`config.mk`:
```
export PLATFORM = sky130hd
export DESIGN_NAME = tx_gain_offset_control_regs
export DESIGN_NICKNAME = d
export VERILOG_FILES = /design/src/hdl/tx_gain_offset_control_regs.v /design/src/hdl/pin_sync3.v /design/src/hdl/chan_trim_decode.v
export VERILOG_INCLUDE_DIRS = /design/src /design/src/pkg
export SDC_FILE = /design/constraint.sdc
export NUM_CORES = 1
export LEC_CHECK = 0
export ABC_AREA = 1
export ABC_CLOCK_PERIOD_IN_PS = 1400
export BUFFER_PORTS_ARGS = -buffer_cell sky130_fd_sc_hd__clkbuf_2
export CORE_UTILIZATION = 55
export DETAILED_ROUTE_END_ITERATION = 16
export GPL_ROUTABILITY_DRIVEN = 0
export PLACE_DENSITY = 0.85
export SETUP_SLACK_MARGIN = 0.05
export SLEW_MARGIN = 0
export SYNTH_ARGS = -nofsm -noshare
export SYNTH_HDL_FRONTEND = slang
export SYNTH_SLANG_ARGS = --single-unit
```
`constraint.sdc`:
```
create_clock -name clock -period 1.4 [get_ports clock]
set_input_delay 0 -clock clock [delete_from_list [all_inputs] [get_ports clock]]
set_output_delay 0 -clock clock [all_outputs]
set_load 0.01 [all_outputs]
```
`src/pkg/tx_gain_offset_control_regs.vh`:
```
// register offsets, field positions, reset values and timing for the transmit trim bank
`ifndef TX_GAIN_OFFSET_CONTROL_REGS_VH
`define TX_GAIN_OFFSET_CONTROL_REGS_VH

// register offsets on the configuration port
`define OFS_CHAN_A_OFFSET_HI   8'h0b
`define OFS_CHAN_A_OFFSET_LO   8'h0c
`define OFS_CHAN_A_GAIN_TRIM   8'h0d
`define OFS_CHAN_B_OFFSET_HI   8'h0e
`define OFS_CHAN_B_OFFSET_LO   8'h0f
`define OFS_CHAN_B_GAIN_TRIM   8'h10
`define OFS_AMP_GAIN_CODE      8'h11
`define OFS_AMP_UPDATE_CTRL    8'h12
`define OFS_AMP_STATUS         8'h1f

// offset high byte and offset word fields
`define OFFSET_DIR_BIT         7
`define OFFSET_HI_MSB          1
`define OFFSET_WIDTH           10
`define OFFSET_SIGN_BIT        9
`define OFFSET_MAG_MSB         8

// gain trim fields
`define COARSE_MSB             7
`define COARSE_LSB             6
`define FINE_MSB               5
`define FINE_WIDTH             6

// update control fields
`define AMP_SLAVE_EN_BIT       6
`define AMP_FAST_BIT           4

// status fields
`define STAT_PENDING_BIT       0
`define STAT_PIN_LEVEL_BIT     1

// coarse scaling selections
`define COARSE_DIV11           2'h0
`define COARSE_HALF            2'h1
`define COARSE_FULL            2'h2

// reset values
`define RST_OFFSET             10'h000
`define RST_OFFSET_DIR         1'b0
`define RST_GAIN_TRIM          8'h80
`define RST_AMP_GAIN_CODE      8'hff
`define RST_AMP_UPDATE_CTRL    8'h00

// pin synchroniser depth
`define SYNC_STAGES            3

`endif

```
`src/hdl/tx_gain_offset_control_regs.v`:
```
// transmit trim register bank: dc offset, coarse and fine gain, shared gain amplifier code
`timescale 1ns/1ps
`include "tx_gain_offset_control_regs.vh"

module tx_gain_offset_control_regs (
  // clock and reset
  input  wire       clock,
  input  wire       sys_rst,
  // register access from the serial configuration port
  input  wire       cfg_wr_strobe,
  input  wire       cfg_rd_strobe,
  input  wire [7:0] cfg_addr,
  input  wire [7:0] cfg_wr_data,
  output reg  [7:0] cfg_rd_data,
  output reg        cfg_rd_valid,
  // transmit power-down pin
  input  wire       tx_powerdown_pin,
  // channel a controls
  output wire [1:0] chan_a_coarse_scale,
  output wire       chan_a_fine_up,
  output wire [5:0] chan_a_fine_mag,
  output wire       chan_a_offset_add,
  output wire [8:0] chan_a_offset_mag,
  output wire       chan_a_offset_pos_en,
  output wire       chan_a_offset_neg_en,
  // channel b controls
  output wire [1:0] chan_b_coarse_scale,
  output wire       chan_b_fine_up,
  output wire [5:0] chan_b_fine_mag,
  output wire       chan_b_offset_add,
  output wire [8:0] chan_b_offset_mag,
  output wire       chan_b_offset_pos_en,
  output wire       chan_b_offset_neg_en,
  // shared gain amplifier controls
  output reg  [7:0] tx_gain_amp_code,
  output reg        tx_gain_amp_fast,
  output reg        tx_gain_amp_pending
);

  // stored register contents
  reg  [9:0] chan_a_offset_reg;
  reg  [9:0] chan_a_offset_next;
  reg        chan_a_dir_reg;
  reg        chan_a_dir_next;
  reg  [9:0] chan_b_offset_reg;
  reg  [9:0] chan_b_offset_next;
  reg        chan_b_dir_reg;
  reg        chan_b_dir_next;
  reg  [7:0] chan_a_gain_trim_reg;
  reg  [7:0] chan_a_gain_trim_next;
  reg  [7:0] chan_b_gain_trim_reg;
  reg  [7:0] chan_b_gain_trim_next;
  reg  [7:0] shared_amp_gain_code_reg;
  reg  [7:0] shared_amp_gain_code_next;
  reg  [7:0] amp_update_control_reg;
  reg  [7:0] amp_update_control_next;

  // amplifier update tracking
  reg  [7:0] amp_applied_next;
  reg        amp_pending_next;
  reg        pin_level_prev_reg;
  reg        amp_wr_seen_reg;
  reg  [7:0] rd_data_next;

  wire       pin_level;
  wire       pin_fall;
  wire       slave_en;
  wire       wr_amp_code;
  wire       wr_amp_ctrl;

  // clean copy of the power-down pin
  pin_sync3 u_pin_sync (
    .clock     (clock),
    .sys_rst   (sys_rst),
    .pin_in    (tx_powerdown_pin),
    .level_out (pin_level)
  );

  // falling edge seen only on the filtered level, never on raw stages
  always @(posedge clock) begin
    if (sys_rst) begin
      pin_level_prev_reg <= 1'b0;
    end else begin
      pin_level_prev_reg <= pin_level;
    end
  end

  assign pin_fall    = pin_level_prev_reg & ~pin_level;
  assign slave_en    = amp_update_control_reg[`AMP_SLAVE_EN_BIT];
  assign wr_amp_code = cfg_wr_strobe && (cfg_addr == `OFS_AMP_GAIN_CODE);
  assign wr_amp_ctrl = cfg_wr_strobe && (cfg_addr == `OFS_AMP_UPDATE_CTRL);

  // register write decode; one byte per access
  always @* begin
    chan_a_offset_next        = chan_a_offset_reg;
    chan_a_dir_next           = chan_a_dir_reg;
    chan_b_offset_next        = chan_b_offset_reg;
    chan_b_dir_next           = chan_b_dir_reg;
    chan_a_gain_trim_next     = chan_a_gain_trim_reg;
    chan_b_gain_trim_next     = chan_b_gain_trim_reg;
    shared_amp_gain_code_next = shared_amp_gain_code_reg;
    amp_update_control_next   = amp_update_control_reg;
    if (!cfg_wr_strobe) begin
      chan_a_offset_next = chan_a_offset_reg;
    end else if (cfg_addr == `OFS_CHAN_A_OFFSET_HI) begin
      chan_a_offset_next[9:8] = cfg_wr_data[`OFFSET_HI_MSB:0];
      chan_a_dir_next         = cfg_wr_data[`OFFSET_DIR_BIT];
    end else if (cfg_addr == `OFS_CHAN_A_OFFSET_LO) begin
      chan_a_offset_next[7:0] = cfg_wr_data;
    end else if (cfg_addr == `OFS_CHAN_A_GAIN_TRIM) begin
      chan_a_gain_trim_next = cfg_wr_data;
    end else if (cfg_addr == `OFS_CHAN_B_OFFSET_HI) begin
      chan_b_offset_next[9:8] = cfg_wr_data[`OFFSET_HI_MSB:0];
      chan_b_dir_next         = cfg_wr_data[`OFFSET_DIR_BIT];
    end else if (cfg_addr == `OFS_CHAN_B_OFFSET_LO) begin
      chan_b_offset_next[7:0] = cfg_wr_data;
    end else if (cfg_addr == `OFS_CHAN_B_GAIN_TRIM) begin
      chan_b_gain_trim_next = cfg_wr_data;
    end else if (cfg_addr == `OFS_AMP_GAIN_CODE) begin
      shared_amp_gain_code_next = cfg_wr_data;
    end else if (cfg_addr == `OFS_AMP_UPDATE_CTRL) begin
      amp_update_control_next = cfg_wr_data;
    end
  end

  // which code drives the amplifier, and whether one waits for wake-up
  always @* begin
    amp_applied_next = tx_gain_amp_code;
    amp_pending_next = tx_gain_amp_pending;
    if (!slave_en) begin
      // immediate mode: the byte lands at the write edge, so load one cycle later
      if (amp_wr_seen_reg || tx_gain_amp_pending) begin
        amp_applied_next = shared_amp_gain_code_reg;
        amp_pending_next = 1'b0;
      end
    end else if (pin_fall) begin
      // wake-up edge commits whatever is stored, even with nothing pending
      amp_applied_next = shared_amp_gain_code_reg;
      amp_pending_next = 1'b0;
    end
    // a write in the edge cycle is newer than the code just loaded
    if (slave_en && wr_amp_code) begin
      amp_pending_next = 1'b1;
    end
  end

  // register state; offsets start at zero so no current flows
  always @(posedge clock) begin
    if (sys_rst) begin
      chan_a_offset_reg        <= `RST_OFFSET;
      chan_a_dir_reg           <= `RST_OFFSET_DIR;
      chan_b_offset_reg        <= `RST_OFFSET;
      chan_b_dir_reg           <= `RST_OFFSET_DIR;
      chan_a_gain_trim_reg     <= `RST_GAIN_TRIM;
      chan_b_gain_trim_reg     <= `RST_GAIN_TRIM;
      shared_amp_gain_code_reg <= `RST_AMP_GAIN_CODE;
      amp_update_control_reg   <= `RST_AMP_UPDATE_CTRL;
    end else begin
      chan_a_offset_reg        <= chan_a_offset_next;
      chan_a_dir_reg           <= chan_a_dir_next;
      chan_b_offset_reg        <= chan_b_offset_next;
      chan_b_dir_reg           <= chan_b_dir_next;
      chan_a_gain_trim_reg     <= chan_a_gain_trim_next;
      chan_b_gain_trim_reg     <= chan_b_gain_trim_next;
      shared_amp_gain_code_reg <= shared_amp_gain_code_next;
      amp_update_control_reg   <= amp_update_control_next;
    end
  end

  // applied amplifier code is straight binary; 0x00 is -20 dB, 0xff is 0 dB
  always @(posedge clock) begin
    if (sys_rst) begin
      tx_gain_amp_code    <= `RST_AMP_GAIN_CODE;
      tx_gain_amp_pending <= 1'b0;
      tx_gain_amp_fast    <= 1'b0;
      amp_wr_seen_reg     <= 1'b0;
    end else begin
      amp_wr_seen_reg     <= wr_amp_code;
      tx_gain_amp_code    <= amp_applied_next;
      tx_gain_amp_pending <= amp_pending_next;
      tx_gain_amp_fast    <= amp_update_control_next[`AMP_FAST_BIT];
    end
  end

  // read mux; unmapped offsets read zero
  always @* begin
    rd_data_next = 8'h00;
    if (cfg_addr == `OFS_CHAN_A_OFFSET_HI) begin
      rd_data_next = {chan_a_dir_reg, 5'h00, chan_a_offset_reg[9:8]};
    end else if (cfg_addr == `OFS_CHAN_A_OFFSET_LO) begin
      rd_data_next = chan_a_offset_reg[7:0];
    end else if (cfg_addr == `OFS_CHAN_A_GAIN_TRIM) begin
      rd_data_next = chan_a_gain_trim_reg;
    end else if (cfg_addr == `OFS_CHAN_B_OFFSET_HI) begin
      rd_data_next = {chan_b_dir_reg, 5'h00, chan_b_offset_reg[9:8]};
    end else if (cfg_addr == `OFS_CHAN_B_OFFSET_LO) begin
      rd_data_next = chan_b_offset_reg[7:0];
    end else if (cfg_addr == `OFS_CHAN_B_GAIN_TRIM) begin
      rd_data_next = chan_b_gain_trim_reg;
    end else if (cfg_addr == `OFS_AMP_GAIN_CODE) begin
      rd_data_next = shared_amp_gain_code_reg;
    end else if (cfg_addr == `OFS_AMP_UPDATE_CTRL) begin
      rd_data_next = amp_update_control_reg;
    end else if (cfg_addr == `OFS_AMP_STATUS) begin
      rd_data_next[`STAT_PENDING_BIT]   = tx_gain_amp_pending;
      rd_data_next[`STAT_PIN_LEVEL_BIT] = pin_level;
    end
  end

  // read answer one cycle after the strobe, held until the next read
  always @(posedge clock) begin
    if (sys_rst) begin
      cfg_rd_data  <= 8'h00;
      cfg_rd_valid <= 1'b0;
    end else begin
      cfg_rd_valid <= cfg_rd_strobe;
      if (cfg_rd_strobe) begin
        cfg_rd_data <= rd_data_next;
      end
    end
  end

  // channel a decode
  chan_trim_decode u_chan_a (
    .clock         (clock),
    .sys_rst       (sys_rst),
    .gain_trim     (chan_a_gain_trim_reg),
    .offset_ctrl   (chan_a_offset_reg),
    .offset_dir    (chan_a_dir_reg),
    .coarse_scale  (chan_a_coarse_scale),
    .fine_up       (chan_a_fine_up),
    .fine_mag      (chan_a_fine_mag),
    .offset_add    (chan_a_offset_add),
    .offset_mag    (chan_a_offset_mag),
    .offset_pos_en (chan_a_offset_pos_en),
    .offset_neg_en (chan_a_offset_neg_en)
  );

  // channel b decode
  chan_trim_decode u_chan_b (
    .clock         (clock),
    .sys_rst       (sys_rst),
    .gain_trim     (chan_b_gain_trim_reg),
    .offset_ctrl   (chan_b_offset_reg),
    .offset_dir    (chan_b_dir_reg),
    .coarse_scale  (chan_b_coarse_scale),
    .fine_up       (chan_b_fine_up),
    .fine_mag      (chan_b_fine_mag),
    .offset_add    (chan_b_offset_add),
    .offset_mag    (chan_b_offset_mag),
    .offset_pos_en (chan_b_offset_pos_en),
    .offset_neg_en (chan_b_offset_neg_en)
  );

endmodule // tx_gain_offset_control_regs

```
`src/hdl/pin_sync3.v`:
```
// three-stage synchroniser that accepts a change once stages two and three agree
`timescale 1ns/1ps

module pin_sync3 (
  // clock and reset
  input  wire clock,
  input  wire sys_rst,
  // asynchronous pin and its clean level
  input  wire pin_in,
  output reg  level_out
);

  reg s1_reg;
  reg s2_reg;
  reg s3_reg;

  // only s2 reads s1, so a metastable first stage never feeds logic
  always @(posedge clock) begin
    if (sys_rst) begin
      s1_reg    <= 1'b0;
      s2_reg    <= 1'b0;
      s3_reg    <= 1'b0;
      level_out <= 1'b0;
    end else begin
      s1_reg <= pin_in;
      s2_reg <= s1_reg;
      s3_reg <= s2_reg;
      // a change counts only when two late stages agree
      if (s2_reg == s3_reg) begin
        level_out <= s3_reg;
      end
    end
  end

endmodule // pin_sync3

```
`src/hdl/chan_trim_decode.v`:
```
// per-channel decode of coarse gain, fine gain trim and dc offset into registered controls
`timescale 1ns/1ps
`include "tx_gain_offset_control_regs.vh"

module chan_trim_decode (
  // clock and reset
  input  wire       clock,
  input  wire       sys_rst,
  // raw register contents
  input  wire [7:0] gain_trim,
  input  wire [9:0] offset_ctrl,
  input  wire       offset_dir,
  // decoded controls
  output reg  [1:0] coarse_scale,
  output reg        fine_up,
  output reg  [5:0] fine_mag,
  output reg        offset_add,
  output reg  [8:0] offset_mag,
  output reg        offset_pos_en,
  output reg        offset_neg_en
);

  wire [5:0] fine_code;
  wire       offset_live;

  assign fine_code   = gain_trim[`FINE_MSB:0];
  assign offset_live = |offset_ctrl[`OFFSET_MAG_MSB:0];

  // registered decode keeps the analog controls glitch free
  always @(posedge clock) begin
    if (sys_rst) begin
      coarse_scale  <= `COARSE_FULL;
      fine_up       <= 1'b0;
      fine_mag      <= 6'h00;
      offset_add    <= 1'b0;
      offset_mag    <= 9'h000;
      offset_pos_en <= 1'b0;
      offset_neg_en <= 1'b0;
    end else begin
      // 00 one eleventh, 01 half, 1x unscaled
      case (gain_trim[`COARSE_MSB:`COARSE_LSB])
        2'h0:    coarse_scale <= `COARSE_DIV11;
        2'h1:    coarse_scale <= `COARSE_HALF;
        default: coarse_scale <= `COARSE_FULL;
      endcase
      // negative codes raise gain; 100000 is the largest step
      fine_up <= fine_code[5];
      if (fine_code[5]) begin
        fine_mag <= 6'h00 - fine_code;
      end else begin
        fine_mag <= fine_code;
      end
      offset_add    <= offset_ctrl[`OFFSET_SIGN_BIT];
      offset_mag    <= offset_ctrl[`OFFSET_MAG_MSB:0];
      offset_pos_en <= offset_live & offset_dir;
      offset_neg_en <= offset_live & ~offset_dir;
    end
  end

endmodule // chan_trim_decode

```
* Word level (Yosys, flattened, before mapping) *
Index checks and enable logic that the tools add are counted.

storage, ports and cells
  bits of input ports = 21
  word-level logic and storage cells = 112
  register bits = 120

cells by class
  equality and inequality tests = 14
  add/sub/neg operators = 2
  reduce and logical (&&, ||, !) cells = 21
  muxes and demuxes = 21
  bitwise gates (word level) = 17

operator list
  cell                                              count
  two-way mux 8 bit                                 10
  == test 8 x 4 -> 1 bit (second input constant)    5
  == test 8 x 5 -> 1 bit (second input constant)    4
  OR reduction 9 bit                                2
  NOT 1 bit                                         12
  subtractor 1 x 6 -> 6 bit (first input constant)  2
  two-way mux 5 bit                                 2
  AND reduction 9 bit                               1
  one-hot mux 2 bit (2 select lines)                2
  AND reduction 8 bit                               1
  AND reduction 7 bit                               1
  two-way mux 6 bit                                 1
  AND reduction 2 bit                               3
  AND reduction 6 bit                               1
  bitwise AND 1 bit                                 5
  AND reduction 5 bit                               1
  == test 2 x 1 -> 1 bit (second input constant)    2
  zero test 2 bit                                   2
  two-way mux 1 bit                                 4
  two-way mux 2 bit                                 2
  AND reduction 4 bit                               1
  OR reduction 2 bit                                2
  != test 3 x 1 -> 1 bit (second input constant)    1
  AND reduction 3 bit                               1
  other kinds (6)                                   7

* Logic depth before layout (Yosys ltp) *
  depth after elaboration = 10
  depth in mapped cells = 12

* Modules after synthesis *
A second synthesis with hierarchy kept.

second synthesis, totals
  cells, all modules = 625
  area total of the unflattened synthesis = 4830.9 µm²

by module, submodules not included
  module                       area each (µm²)  instances  cells each  seq. area each (µm²)
  tx_gain_offset_control_regs  3320.7           1          448         1481.4
  chan_trim_decode             694.4            2          82          420.4
  pin_sync3                    121.4            1          13          80.1

* Least setup slack after synthesis *
No wires, ideal clock.

  path type = flip-flop to flip-flop
  start = reg tx_gain_amp_pending
  end = reg tx_gain_amp_code[0]
  required time = 1.264 ns
  buffers on the path = 1
  cell stages (with the launch flop) = 6
  period minus slack after synthesis = 1.194 ns
  data arrival time = 1.058 ns
  setup time = 0.136 ns
  path slack = 0.206 ns
  path through = dfxtp_1 -> o21ai_0 -> nand2_1 -> inv_1 -> clkbuf_1 -> o211ai_1

between the ends
  word-level cells in the longest chain between the ends = 3

RTL lines
  what                           line                               RTL
  start: declaration             tx_gain_offset_control_regs.v:37   output reg tx_gain_amp_pending
  start signal: assignment       tx_gain_offset_control_regs.v:180  tx_gain_amp_pending <= amp_pending_next;
  logical OR 1 bit               tx_gain_offset_control_regs.v:132  if (amp_wr_seen_reg || tx_gain_amp_pending) begin
  nonzero test 2 bit (no line)   -
  AND reduction 2 bit (no line)  -
  end signal: assignment         tx_gain_offset_control_regs.v:173  tx_gain_amp_code <= `RST_AMP_GAIN_CODE;
  end signal: assignment         tx_gain_offset_control_regs.v:179  tx_gain_amp_code <= amp_applied_next;
  end: declaration               tx_gain_offset_control_regs.v:35   output reg [7:0] tx_gain_amp_code,

Every way passes these cells.
A chain may end at the register's enable or synchronous reset.

* Final worst setup path *
  start = in cfg_addr[4]
  end = reg chan_b_dir_reg

between the ends
  word-level cells in the longest chain between the ends = 3

RTL lines
  what                              line                               RTL
  start: declaration                tx_gain_offset_control_regs.v:12   input wire [7:0] cfg_addr,
  == test 8 x 4 -> 1 bit (no line)  -
  NOT 1 bit (no line)               -
  AND reduction 5 bit (no line) *   -
  end signal: assignment            tx_gain_offset_control_regs.v:153  chan_b_dir_reg <= `RST_OFFSET_DIR;
  end signal: assignment            tx_gain_offset_control_regs.v:162  chan_b_dir_reg <= chan_b_dir_next;
  end: declaration                  tx_gain_offset_control_regs.v:47   reg chan_b_dir_reg;

Every way passes the cells marked *; elsewhere a longest branch is shown, timed or not.

==> reports/results.ini <==
[timing]
post-route-period-util_pct=99.12
fin_setup_tns_ns=0
final_max_slew_viol_count=0
fmax_mhz=720.6
rsz_0062_raised_after_global_routing=true
timing_worst_slew_pin_value_ns=0.3978
fin_skew_ns=0.007210
timing_hold_violations_final=0
finalWorstSetupSlack_ns=0.01225
timing.final.crit_period_ns=1.388
relSlewSlack_pct=73.45
finish_stage_setup_viols=0

[synth]
yosys_register_bits=120
synthDominantCellAreaShare_pct=51.99
synth_top_cells_by_count=dfxtp_1 (120), nand2_1 (108), inv_1 (69), nor2_1 (69), a21oi_1 (63)
cells_taking_the_most_area_after_synthesis=dfxtp_1 (52%), nand2_1 (8.8%), a21oi_1 (6.8%)
ys.warnings.count=0
yosysMostFrequentCell=dfxtp_1
synthesis.area_per_instance_sq_um=7.740
mappedNetlistArea_sq_um=4621
synth.net_count=620
synth_sequential_area_ratio_pct=51.99
netlist_instances=597
netlist.top_cell.by_area=dfxtp_1
ys_async_sr_fraction_pct=0
synth_edf_count=0
ys_types=31
synth-main-ff-cell=dfxtp_1

[place]
placement.io_buffers=81
dp_slack_ns=-0.008958
place.detailed.instances=773
detailed_place_hpwl_um=8229

[cells_and_area]
fillers=624
area_growth_from_synthesis_to_layout_pct=28.22
antenna_cells_inserted=0
finalNetCount=730
share_of_post_route_cells_with_drive_strength_above_1_pct=21.97
final_cells=824

[clock_network]
cts_tree=done
bufs_on_longest_clock_path=2
clockRootBuffer=clkbuf_8
worst_skew_pair.late_latency_ns=0.51
cts.reportedPaths.clkPinSlew_ns=0.05
ctsHtreeMaxLevel=4
numCtsBuffers=17
cts.sink_count=120

[floorplan]
floorplan.io_pins=82
num_rows=33
dieHeight_um=93.66
fp.dieW_um=93.66
start_util_pct=56.52
design.die.area_sq_um=8772
core_sq_um=8175

[routing]
drt-total-wl_um=12730
ant_nets=0
dr.pass1.iters=5
drt-vias-per-instance=5.431
total_number_of_vias=4475
post-route-drc-count=0
route.detailed.wl_per_inst_um=15.44
drt-initial-drc-count=324

[worst_hold_path]
worstHoldPathType=in -> reg

[grt]
grt_use_total_pct=30.19
grt.met1_usage_pct=33.79
met2_usage_pct=52.63
antenna_found_initial=0
first_global_vias=4334
grtUsageMet3_pct=8.252
first_pass_grt_wire_length_um=20040
grt_max_degree=59
overflow=0
busiest_layer=met2

[power]
max-vdd-ir-drop_mv=0.7917
power.static_leakage_nw=2.676
power_density_nw_per_um2=1340

[worst_setup_path]
endpoint_kind=flop
critical_path_required_ns=1.79
worst_ep_arrival_time_ns=1.78
criticalPathCategory=in -> reg
start_kind=input port
crit_fanout=6

[outcome]
status=finished, final reports clean

[flow_run]
cap_viol_max_count=0

path summary, 6_finish.rpt:
path                            cells past startpoint                                        to                         start  slack [ns]
worst max-delay path                               12               chan_b_dir_reg$_SDFFE_PP0P_                   cfg_addr[4]        0.01
worst min-delay path                                4  shared_amp_gain_code_reg[1]$_SDFFE_PP1P_                 cfg_wr_strobe         0.1
worst max register to register                      3               chan_b_dir_reg$_SDFFE_PP0P_   chan_b_dir_reg$_SDFFE_PP0P_        0.13
worst min register to register                      2              u_pin_sync.s2_reg$_SDFF_PP0_  u_pin_sync.s1_reg$_SDFF_PP0_        0.41
cell families (layout without fill, tap and decap cells):
| family | count (synthesis) | count (layout) | synth area share, % |
|---|---|---|---|
| flip-flops | 120 | 120 | 51.99 |
| adder cells (fa/ha/maj) | 2 | 2 | 0.5415 |
| AND/OR/NAND/NOR | 238 | 238 | 22.91 |
| AO/OA/AOI/OAI | 140 | 140 | 16.00 |
| buffers and inverters | 97 | 219 | 8.557 |
through the flow:
step           power [W]  cell area [sq um]  util [%]  hold slack (ns)
2_1_floorplan   0.003659               4621         -           0.1070
3_3_place_gp    0.003771               5145     62.93           0.1964
3_5_place_dp    0.003778               5145     62.93           0.2056
4_1_cts         0.007921               5878     71.90          0.07953
5_1_grt         0.008125               5924     72.47           0.1033
6_report        0.007940               5924     72.47          0.09601
layout by cell type (no fill, tap or decap), drive strengths merged:
| cell type | Yosys | final |
|---|---|---|
| clkinv | 0 | 2 |
| nand4 | 5 | 5 |
| dfxtp | 120 | 120 |
| o21ai | 62 | 62 |
| o211ai | 7 | 7 |
| nand3 | 26 | 26 |
| dlygate4sd3 | 0 | 16 |
| a21oi | 65 | 65 |
| nor3 | 12 | 12 |
| bufinv | 0 | 2 |
| buf | 5 | 10 |
| clkinvlp | 0 | 5 |
| a21o | 1 | 1 |
| o22ai | 1 | 1 |
| or2 | 2 | 2 |
| a211oi | 4 | 4 |
| nor4 | 1 | 1 |
| clkbuf | 12 | 105 |
| nor2 | 78 | 78 |
| nand2 | 114 | 114 |
| ha | 2 | 2 |
| inv | 80 | 79 |
report_power, final:
group | switching (W) | internal [W] | leakage, nW
sequential | 0.00000709 | 0.00343 | 0.968
clock | 0.00148 | 0.00270 | 0.273
combinational | 0.000204 | 0.000108 | 1.43
timing repair:
item | in CTS | in global routing
hold endpoints to repair | 97 | 0
setup buffers | 0 | 3
hold buffers | 16 | 0
endpoints found under the setup margin | 0 | 7
gates resized for setup | 0 | 6
final cells by class:
class                           count  area, sq um  share of cell area [%]
Sequential cell                   120         2402                   40.55
Inverter                           80        311.5                   5.259
Clock inverter                      7        92.59                   1.563
Timing Repair Buffer              107        665.6                   11.24
Multi-Input combinational cell    380         1833                   30.94
Tap cell                          105        131.4                   2.218
Timing Repair inverter              1        7.507                  0.1267
Clock buffer                       24        480.5                   8.110
metal layers:
layer  vias up  wire length, um
met4         0              492
met5         -                0
li1       2145                -
met3        54              877
met1      2068             5095
met2       208             6260
critical path, cell delays in order:
cell	delay, ns
clkbuf_2	0.10
nor2_1	0.05
nand2_2	0.13
inv_2	0.06
nand2_2	0.12
inv_4	0.06
nor2_8	0.11
buf_4	0.16
nand3_2	0.14
nor2_1	0.21
a211oi_2	0.05
dlygate4sd3_1	0.57
Power figures use the tool's default switching activity.
